[src/hw/adc_aux_regs.svh]
// register offsets, field positions, reset values and timing counts of the sensor register bank
`ifndef ADC_AUX_REGS_SVH
`define ADC_AUX_REGS_SVH
`define OFS_RESET_CTRL      8'h00
`define OFS_AUX_CTRL        8'h12
`define OFS_RESULT_AVAIL    8'h18
`define OFS_RESULT_HIGH     8'h1A
`define OFS_RESULT_LOW      8'h1B
`define OFS_RESERVED_1C     8'h1C
`define OFS_CHAN_STATUS     8'h1E
`define OFS_SCAN_CONFIG     8'h1F
`define OFS_IRQ_STATUS      8'h40
`define OFS_IRQ_MASK        8'h41
`define RESET_CMD_VALUE     8'hC3
`define AUX_CLEAR_CAL_BIT   6
`define AUX_DET_BYPASS_BIT  5
`define AUX_CLK_SEL_BIT     4
`define AUX_CURRENT_MSB     3
`define AUX_CURRENT_MAX     4'hA
`define AUX_RESET           8'h00
`define STS_PENDING_BIT     1
`define STS_STALE_BIT       0
`define SCAN_MODE_MSB       7
`define SCAN_MODE_LSB       6
`define SCAN_LAST_MSB       5
`define SCAN_LAST_LSB       3
`define SCAN_FIRST_MSB      2
`define SCAN_FIRST_LSB      0
`define SCAN_RESET          8'h30
`define CHAN_INVALID        3'h7
`define PENDING_NONE        8'hFF
`define PENDING_READY       8'h00
`define CAL_OFFSET_RESET    16'h0000
`define CAL_GAIN_RESET      16'h8000
`define IRQ_RESULT_BIT      0
`define IRQ_PASS_DONE_BIT   1
`define IRQ_REJECT_BIT      2
`define RESULT_GAP_US       72
`define CLOCK_MHZ           200
`define CONV_DEFAULT_CYCLES 1000
`define SCAN_UPDATE_CYCLES  8
`endif

[src/hw/adc_aux_pkg.sv]
// types shared by the sensor register bank
package adc_aux_pkg;
    typedef enum logic [1:0] {
        SCAN_SINGLE_CHANNEL,
        SCAN_SINGLE_PASS,
        SCAN_CONTINUOUS,
        SCAN_CONTINUOUS_DIAG
    } scan_mode_t;

    typedef struct packed {
        scan_mode_t  scanModeSelect;
        logic [2:0]  finalChannel;
        logic [2:0]  initialChannel;
    } scan_config_t;

    typedef struct packed {
        logic        clearCalOnRegReset;
        logic        extClockDetectBypass;
        logic        clockSelectExternal;
        logic [3:0]  excitationCurrentSelect;
    } aux_control_t;

    typedef struct packed {
        logic        cyc;
        logic        stb;
        logic        we;
        logic [7:0]  adr;
        logic [3:0]  sel;
        logic [31:0] dat;
    } wb_req_t;
endpackage : adc_aux_pkg

[src/hw/adc_aux_status_scan_regs.sv]
// control and status register bank of the multichannel sensor front end
//
// Functional notes
// - aux bit 6 set: register reset also restores calibration offset and gain.
// - aux bit 5 zero keeps external clock detection on; one bypasses it.
// - aux bit 4 picks external clock, honoured only while detection bypassed.
// - aux bits 3:0 set excitation current, 100 uA per step, max code 0xA.
// - result available reads 0xFF without new result, 0x00..0xFE with one.
// - result is 16-bit two's complement; high byte 0x1A, low 0x1B, 0x1C reserved.
// - status bit 1 high while scan update pending; host must not write then.
// - status bit 0 zero if last result read was fresh, else one.
// - scan bits 7:6 choose single, one pass, continuous, continuous with diag.
// - scan bits 5:3 last channel 0..6, reset value channel 6.
// - scan write with 7 in first or last field is discarded whole.
// - scan bits 2:0 first channel 0..6, reset value channel 0.
// - writing 0xC3 to reset control resets registers, restarts conversion.
//
// overview: the host reaches every register over a classic single-cycle bus.
// each request is answered one cycle after it is taken; the ack gap keeps a
// request that is still held from being taken a second time.
// conversions are paced by an internal counter and by the converter's done
// pulse; each pace tick captures a result and steps the channel sequencer.
// an accepted scan configuration write opens a short settling window during which
// further scan writes are refused and the sequencer is held at its first
// channel; refused writes raise an interrupt event so software can notice.
// the register reset command clears the control state but leaves the
// interrupt status and mask alone, so a pending event survives the command.
// limitation: calibration storage is internal only; nothing reads it here.
//
// The Wishbone interface to the registers is this design's own decision.
`timescale 1ns/1ps
`default_nettype none
`include "adc_aux_regs.svh"

module adc_aux_status_scan_regs #(
    parameter int unsigned CONV_CYCLES = `CONV_DEFAULT_CYCLES,
    parameter int unsigned CHANNELS    = 7
) (
    input  wire logic        mclk,
    input  wire logic        rst,
    input  wire logic        wb_cyc_i,
    input  wire logic        wb_stb_i,
    input  wire logic        wb_we_i,
    input  wire logic [7:0]  wb_adr_i,
    input  wire logic [3:0]  wb_sel_i,
    input  wire logic [31:0] wb_dat_i,
    output logic      [31:0] wb_dat_o,
    output logic             wb_ack_o,
    input  wire logic        convDone,
    input  wire logic [15:0] convData,
    input  wire logic        extClockPresent,
    output logic             useExternalClock,
    output logic      [3:0]  excitationCurrent,
    output logic      [2:0]  activeChannel,
    output logic             diagCurrentEnable,
    output logic             conversionRestart,
    output logic             irq
);
    ////////////////////////////////////////////////////////////////////////////////
    adc_aux_pkg::wb_req_t      req;
    adc_aux_pkg::aux_control_t auxReg;
    adc_aux_pkg::scan_config_t scanReg;
    adc_aux_pkg::scan_config_t scanWrite;
    logic [15:0] resultReg;
    logic        freshReg;
    logic        staleReg;
    logic        pendingReg;
    logic [3:0]  pendingCnt;
    logic        passDoneReg;
    logic [2:0]  irqStatusReg;
    logic [2:0]  irqMaskReg;
    logic [2:0]  irqEvent;
    logic [31:0] convCnt;
    logic        convTick;
    logic        wrStrobe;
    logic        rdStrobe;
    logic        regReset;
    logic        scanReject;
    logic [7:0]  readData;
    logic        scanHit;
    logic        scanAccept;
    logic        lowRead;
    // per channel calibration coefficients, seven channels
    logic [15:0] calOffsetReg [7];
    logic [15:0] calGainReg   [7];

    assign req       = '{cyc: wb_cyc_i, stb: wb_stb_i, we: wb_we_i,
                         adr: wb_adr_i, sel: wb_sel_i, dat: wb_dat_i};
    // one access per request, ack gap keeps a held request from firing twice
    assign wrStrobe  = req.cyc && req.stb && req.we && !wb_ack_o && req.sel[0];
    assign rdStrobe  = req.cyc && req.stb && !req.we && !wb_ack_o;
    assign regReset  = wrStrobe && req.adr == `OFS_RESET_CTRL
                       && req.dat[7:0] == `RESET_CMD_VALUE;
    assign scanWrite = adc_aux_pkg::scan_config_t'(req.dat[7:0]);
    assign scanReject = scanWrite.finalChannel == `CHAN_INVALID
                        || scanWrite.initialChannel == `CHAN_INVALID;

    // scan write decode, shared by the register, the settle timer and the irq
    // so that the three can never disagree about whether a write landed
    assign scanHit    = wrStrobe && req.adr == `OFS_SCAN_CONFIG;
    assign scanAccept = scanHit && !scanReject && !pendingReg;

    // low result byte read consumes the result
    assign lowRead    = rdStrobe && req.adr == `OFS_RESULT_LOW;

    ////////////////////////////////////////////////////////////////////////////////
    // wishbone ack, single cycle latency, dropped the cycle after
    always_ff @(posedge mclk) begin
        if (rst) begin
            wb_ack_o <= 1'b0;
        end else begin
            wb_ack_o <= req.cyc && req.stb && !wb_ack_o;
        end
    end

    // read mux, unmapped offsets read zero
    always_comb begin
        readData = 8'h00;
        case (req.adr)
            `OFS_AUX_CTRL:     readData = {1'b0, auxReg};
            `OFS_RESULT_AVAIL: readData = freshReg ? `PENDING_READY : `PENDING_NONE;
            `OFS_RESULT_HIGH:  readData = resultReg[15:8];
            `OFS_RESULT_LOW:   readData = resultReg[7:0];
            `OFS_CHAN_STATUS:  readData = {6'h00, pendingReg, staleReg};
            `OFS_SCAN_CONFIG:  readData = scanReg;
            `OFS_IRQ_STATUS:   readData = {5'h00, irqStatusReg};
            `OFS_IRQ_MASK:     readData = {5'h00, irqMaskReg};
            default:           readData = 8'h00;
        endcase
    end

    always_ff @(posedge mclk) begin
        if (rst) begin
            wb_dat_o <= 32'h0000_0000;
        end else if (rdStrobe) begin
            wb_dat_o <= {24'h00_0000, readData};
        end
    end

    ////////////////////////////////////////////////////////////////////////////////
    // auxiliary control; reserved bit 7 is not stored
    always_ff @(posedge mclk) begin
        if (rst || regReset) begin
            auxReg <= adc_aux_pkg::aux_control_t'(`AUX_RESET);
        end else if (wrStrobe && req.adr == `OFS_AUX_CTRL) begin
            auxReg <= adc_aux_pkg::aux_control_t'(req.dat[6:0]);
        end
    end

    // clock source: detection wins unless bypassed
    always_ff @(posedge mclk) begin
        if (rst) begin
            useExternalClock <= 1'b0;
        end else if (auxReg.extClockDetectBypass) begin
            useExternalClock <= auxReg.clockSelectExternal;
        end else begin
            useExternalClock <= extClockPresent;
        end
    end

    // codes past 0xA saturate at the maximum current
    always_ff @(posedge mclk) begin
        if (rst) begin
            excitationCurrent <= 4'h0;
        end else if (auxReg.excitationCurrentSelect > `AUX_CURRENT_MAX) begin
            excitationCurrent <= `AUX_CURRENT_MAX;
        end else begin
            excitationCurrent <= auxReg.excitationCurrentSelect;
        end
    end

    ////////////////////////////////////////////////////////////////////////////////
    // calibration coefficients, cleared by register reset only when asked
    always_ff @(posedge mclk) begin
        for (int i = 0; i < 7; i++) begin
            if (rst || (regReset && auxReg.clearCalOnRegReset)) begin
                calOffsetReg[i] <= `CAL_OFFSET_RESET;
                calGainReg[i]   <= `CAL_GAIN_RESET;
            end
        end
    end

    ////////////////////////////////////////////////////////////////////////////////
    // scan configuration; a held pending flag blocks writes as protection.
    // a refused write leaves the whole register as it was, not just one field,
    // so a half-valid configuration can never reach the sequencer.
    always_ff @(posedge mclk) begin
        if (rst || regReset) begin
            scanReg <= adc_aux_pkg::scan_config_t'(`SCAN_RESET);
        end else if (scanAccept) begin
            scanReg <= scanWrite;
        end
    end

    // update settles a few cycles after an accepted write.
    // the window is a fixed count; software polls the status bit rather than
    // assuming its length, so the count may change without breaking drivers.
    always_ff @(posedge mclk) begin
        if (rst || regReset) begin
            pendingCnt <= 4'h0;
            pendingReg <= 1'b0;
        end else if (scanAccept) begin
            pendingCnt <= 4'(`SCAN_UPDATE_CYCLES);
            pendingReg <= 1'b1;
        end else if (pendingCnt != 4'h0) begin
            pendingCnt <= pendingCnt - 4'h1;
            pendingReg <= pendingCnt != 4'h1;
        end
    end

    ////////////////////////////////////////////////////////////////////////////////
    // conversion pacing; an external done pulse also counts as one.
    // the counter restarts while a scan update settles, so the first result
    // after a change belongs to the new first channel, unless a done pulse or wrap coincides with the accepted write.
    // trade-off: a done pulse in the same cycle as the wrap is merged into one.
    always_ff @(posedge mclk) begin
        if (rst || regReset || pendingReg) begin
            convCnt  <= 32'h0000_0000;
            convTick <= 1'b0;
        end else if (convCnt == CONV_CYCLES - 1) begin
            convCnt  <= 32'h0000_0000;
            convTick <= !passDoneReg;
        end else begin
            convCnt  <= convCnt + 32'h0000_0001;
            convTick <= convDone && !passDoneReg;
        end
    end

    // channel sequencer, restarted at the first channel after any update.
    // a last channel below the first is a host error; the compare below then
    // wraps on every tick, which keeps the index inside the legal range.
    always_ff @(posedge mclk) begin
        if (rst || regReset || pendingReg) begin
            activeChannel <= rst ? 3'h0 : scanReg.initialChannel;
            passDoneReg   <= 1'b0;
        end else if (convTick) begin
            if (scanReg.scanModeSelect == adc_aux_pkg::SCAN_SINGLE_CHANNEL) begin
                activeChannel <= scanReg.initialChannel;
            end else if (activeChannel >= scanReg.finalChannel) begin
                activeChannel <= scanReg.initialChannel;
                passDoneReg   <= scanReg.scanModeSelect == adc_aux_pkg::SCAN_SINGLE_PASS;
            end else begin
                activeChannel <= activeChannel + 3'h1;
            end
        end
    end

    // diagnostic current follows the scan mode; restart is a one-cycle pulse
    // so the converter sees exactly one restart per accepted command
    always_ff @(posedge mclk) begin
        if (rst) begin
            diagCurrentEnable <= 1'b0;
            conversionRestart <= 1'b0;
        end else begin
            diagCurrentEnable <= scanReg.scanModeSelect == adc_aux_pkg::SCAN_CONTINUOUS_DIAG;
            conversionRestart <= regReset;
        end
    end

    ////////////////////////////////////////////////////////////////////////////////
    // result capture and freshness; a new result wins over a read in the same cycle
    always_ff @(posedge mclk) begin
        if (rst || regReset) begin
            resultReg <= 16'h0000;
            freshReg  <= 1'b0;
            staleReg  <= 1'b1;
        end else if (convTick) begin
            resultReg <= convData;
            freshReg  <= 1'b1;
            if (lowRead) begin
                staleReg <= !freshReg;
            end
        end else if (lowRead) begin
            staleReg <= !freshReg;
            freshReg <= 1'b0;
        end
    end

    ////////////////////////////////////////////////////////////////////////////////
    // interrupt status, write one to clear, set beats clear.
    // bit 0 new result, bit 1 single pass finished, bit 2 scan write refused.
    // an event in the clearing cycle survives, so no event is ever lost.
    assign irqEvent = {scanHit && (scanReject || pendingReg),
                       convTick && scanReg.scanModeSelect == adc_aux_pkg::SCAN_SINGLE_PASS
                       && activeChannel >= scanReg.finalChannel,
                       convTick};

    always_ff @(posedge mclk) begin
        if (rst) begin
            irqStatusReg <= 3'h0;
        end else if (wrStrobe && req.adr == `OFS_IRQ_STATUS) begin
            irqStatusReg <= (irqStatusReg & ~req.dat[2:0]) | irqEvent;
        end else begin
            irqStatusReg <= irqStatusReg | irqEvent;
        end
    end

    // mask register and the level interrupt, one cycle behind the status
    always_ff @(posedge mclk) begin
        if (rst) begin
            irqMaskReg <= 3'h0;
            irq        <= 1'b0;
        end else begin
            if (wrStrobe && req.adr == `OFS_IRQ_MASK) begin
                irqMaskReg <= req.dat[2:0];
            end
            irq <= |(irqStatusReg & irqMaskReg);
        end
    end
endmodule : adc_aux_status_scan_regs
`default_nettype wire

[config.mk]
export PLATFORM = sky130hd
export DESIGN_NAME = adc_aux_status_scan_regs
export DESIGN_NICKNAME = d
export VERILOG_FILES = /design/src/hw/adc_aux_pkg.sv /design/src/hw/adc_aux_status_scan_regs.sv
export VERILOG_INCLUDE_DIRS = /design/src /design/src/hw
export SDC_FILE = /design/constraint.sdc
export NUM_CORES = 1
export LEC_CHECK = 0
export BUFFER_PORTS_ARGS = -buffer_cell sky130_fd_sc_hd__buf_2
export CORE_MARGIN = 4
export CORE_UTILIZATION = 54
export CTS_CLUSTER_DIAMETER = 200
export DETAILED_ROUTE_END_ITERATION = 6
export PLACE_DENSITY = 0.78
export SYNTH_ARGS = -nofsm -noshare
export SYNTH_HDL_FRONTEND = slang
export SYNTH_SLANG_ARGS = --single-unit
[constraint.sdc]
create_clock -name mclk -period 2.55 [get_ports mclk]
set_input_delay 0.1275 -clock mclk [delete_from_list [all_inputs] [get_ports mclk]]
set_output_delay 0.1275 -clock mclk [all_outputs]
set_load 0.03 [all_outputs]
==> summary.md <==
| Metric | Value |
|---|---|
| Multiplexer share of the synthesized area | 7.85% |
| Slew margin rel. | 57.3% |
| # fillers | 722 |
| DRC | 0 |
| CTS buffer count | 9 |
| Worst setup endpoint | activeChannel[1] |
| Gp weighted congestion | 0.905 |
| Async SR Flop Fraction | 0% |
| Synthesis warning total | 0 |
| Core Rows | 33 |
| Area growth, synth to finish | 11.7% |
| Total grt overflow | 0 |
| Worst-skew pair later-pin latency | 360 ps |
| Final setup TNS | 0 ps |
| Starting DRC count in detailed routing | 281 |
| Initial antenna violation count | 0 |
| CTS root buffer | clkbuf_8 |
| Post-CTS Setup Bufs | 0 |
| XOR/XNOR Fraction of Synth Area | 5.03% |
| Sequential Power Share | 50.1% |
| Status | complete, no violations |
| Sequential fraction of the synthesis area | 42.4% |
| Unrepaired setup endpoints after global routing | no |
| Setup crit end kind | flip-flop |
| Highest clock rate | 451 MHz |
| Antenna-violating nets left | 0 |
| Vias in the first global route | 3748 |
| Most common cell in the netlist | dfxtp_1 |
| Die area | 10300 um2 |
| R2r startpoint | activeChannel[0] |
| Post-Route WL | 11000 um |
| Fin Clk Skew | 11.7 ps |
| CP max FO | 4 |
| CP Data Required Time | 2660 ps |
| Maxcap violations | 0 |
| Post-synth EDFFs | 3 |
| Post-synth top area share | 40.4% |
| Slew Viols, Final | 0 |
| Post-CTS sizing | 0 |
| VDD IR max | 0.294 mV |
| Commonest cells in the synthesized netlist | dfxtp_1 (95), nor2_1 (71), nand2_1 (46) |
| Final setup viols | 0 |
| Combinational share of power | 17.0% |
| Crit Path Category | flip-flop to flip-flop |
| Synth cell types | 57 |
| Clk slew on worst S/H paths | 90 ps |
| Layout cells sized above 1 | 17.2% |
| Setup slack, reg-to-reg | 330 ps |
| Largest family of logic cells by synthesized area | simple AND/OR/NAND/NOR gates |
| Fin crit period | 2220 ps |
| Leakage | 2.12 nW |
| Seq cells post-synth | 98 |
| Synth Area in Adders | 2.34% |
| Clock sink count | 98 |
| Hold-fix buffers, CTS | 3 |
| Arrival time worst endpoint | 2330 ps |
| WL/cell | 15.6 um |
| Post-synthesis compound-gate area fraction | 9.53% |
| Routed vias | 4001 |
| Hold Path Class | primary input to flip-flop |
| Die H | 101 um |
| Antenna Cells | 0 |
| CP delay by family, top | simple AND/OR/NAND/NOR gates |
| Post-Syn Area | 4700 um2 |
| Crit start category | flip-flop |
| Final period utilization | 87.0% |
| Slowest stage cell, crit path | or4_4 |
| Crit-path max cell delay | 540 ps |
| Post-route cell area | 5250 um2 |
| Main synth FF type | dfxtp_1 |
| Avg Synthesized Cell Area | 8.82 um2 |
| Switching pwr | 967 uW |
| Starting density of the core | 56.4% |
| DP Area | 5000 um2 |
| Internal | 2.44 mW |
| Stages on worst setup path | 6 |
| Post-synthesis cell count | 533 |
| Final Hold Vio Count | 0 |
| Initial DRT Pass Iterations | 5 |
| Worst-case reg-to-reg path depth | 6 |
| WP buf/inv | 1 |
| I/O Buffers | 59 |
| Die X | 101 um |
| Slew @ Worst Pin | 636 ps |
| Layout Nets | 671 |
| Clock Power Share | 32.9% |
| R2r endpoint | activeChannel[1] |
| Worst path cell trace | inv_1, ha_1, o21ai_0, a21oi_1, or4_4, mux2_2 |
| # H-tree levels | 3 |
| Core Area | 8340 um2 |
| Post-DP HPWL | 8080 um |
| # IOs | 111 |
| Gr usage total | 21.8% |
| Global-route wire length before repair | 17900 um |
| Simple-gate share of the synthesized area | 25.6% |
| Max clock buf depth | 2 |
| Via density | 5.68 |
| Pwr Density | 649 nW/um2 |
| Pin count of the biggest net entering global routing | 33 |
| TritonCTS clock tree | done |
| Switching part of the total | 28.4% |
| Leading post-synthesis cells by cell area | dfxtp_1 (40%), mux2i_1 (6.2%), nor2_1 (5.7%) |
| Area leader, netlist | dfxtp_1 |
| Crit path launch | activeChannel[0] |
| Fin util | 63.0% |
[layer usage]
layer / GRT usage [%] / vias to the layer above / part of all wire [%]
li1: - / 1950 / -
met4: 7.06 / 0 / 2.0
met1: 30.4 / 1891 / 45
met2: 33.0 / 139 / 46
met5: 0 / - / 0
met3: 5.65 / 21 / 7.0
[per-stage QoR]
stage	worst slack, ps	total power, mW	hold slack (ps)	instances
CTS	349	3.42	0.380	704
global route	172	3.56	5.57	704
floorplan	357	2.21	245	556
detailed placement	359	2.32	371	687
global placement	392	2.29	360	687
finish	333	3.41	7.43	704
[kinds of logic (layout without fill, tap and decap cells)]
kind of cell             after synthesis  count (layout)
multiplexers                          36              36
AO/OA/AOI/OAI                         71              71
flip-flops                            98              98
buffers and inverters                 57             100
adder cells (fa/ha/maj)                9               9
XOR/XNOR                              27              27
other                                  1              24
AND/OR/NAND/NOR                      234             234
[layout make-up]
| type | instances | area [um2] | share of cell area (%) |
|---|---|---|---|
| well taps | 105 | 131 | 2.50 |
| flip-flops and latches | 98 | 1990 | 37.9 |
| multi-input cells | 401 | 2460 | 46.8 |
| clock inverters | 2 | 60.1 | 1.14 |
| repair buffers | 72 | 400 | 7.62 |
| inverters | 14 | 52.6 | 1.00 |
| clock buffers | 12 | 156 | 2.98 |
[state kept, by name, summed over array words and instances (netlist names), 3 cells and up]
| register | cells |
|---|---|
| irqStatusReg | 3 |
| irqMaskReg | 3 |
| pendingCnt | 4 |
| scanReg | 8 |
| wb_dat_o | 8 |
| activeChannel | 3 |
| convCnt | 32 |
| resultReg | 16 |
| auxReg | 7 |
| excitationCurrent | 4 |
[power by group through the flow]
stage	Sequential [mW]	Clock [mW]	Combinational, mW
after floorplan	1.74	0	0.466
after CTS	1.71	1.13	0.579
after global routing	1.72	1.20	0.644
after detailed placement	1.74	0	0.573
after global placement	1.74	0	0.548
final	1.71	1.12	0.579
[worst min path at each step]
stage,from,end,slack [ps],depth (start not counted)
6_report,convData[5],resultReg[5],7,3
5_1_grt,convData[12],resultReg[12],6,3
4_1_cts,convData[5],resultReg[5],0.4,3
3_5_place_dp,convData[14],resultReg[14],370,3
3_3_place_gp,convData[9],resultReg[9],360,3
2_1_floorplan,wb_dat_i[4],scanReg[4],250,1
[tightest hold or removal path, delay by kind of cell]
family	cells	cell delay [ps]
multiplexers	1	60
buffers and inverters	1	70
AND/OR/NAND/NOR	1	80
[placed cells by master, fill, tap and decap left out, drive strengths merged, types with 10 or more instances in the layout]
cell,instances
a21oi,31
nor3,13
nor2,71
conb,24
nand2,46
inv,14
xnor2,10
xor2,17
buf,69
nand3,35
o21ai,12
and3,10
nor4,16
dfxtp,95
mux2i,29
clkbuf,12
(Power assumes the default switching activity.)
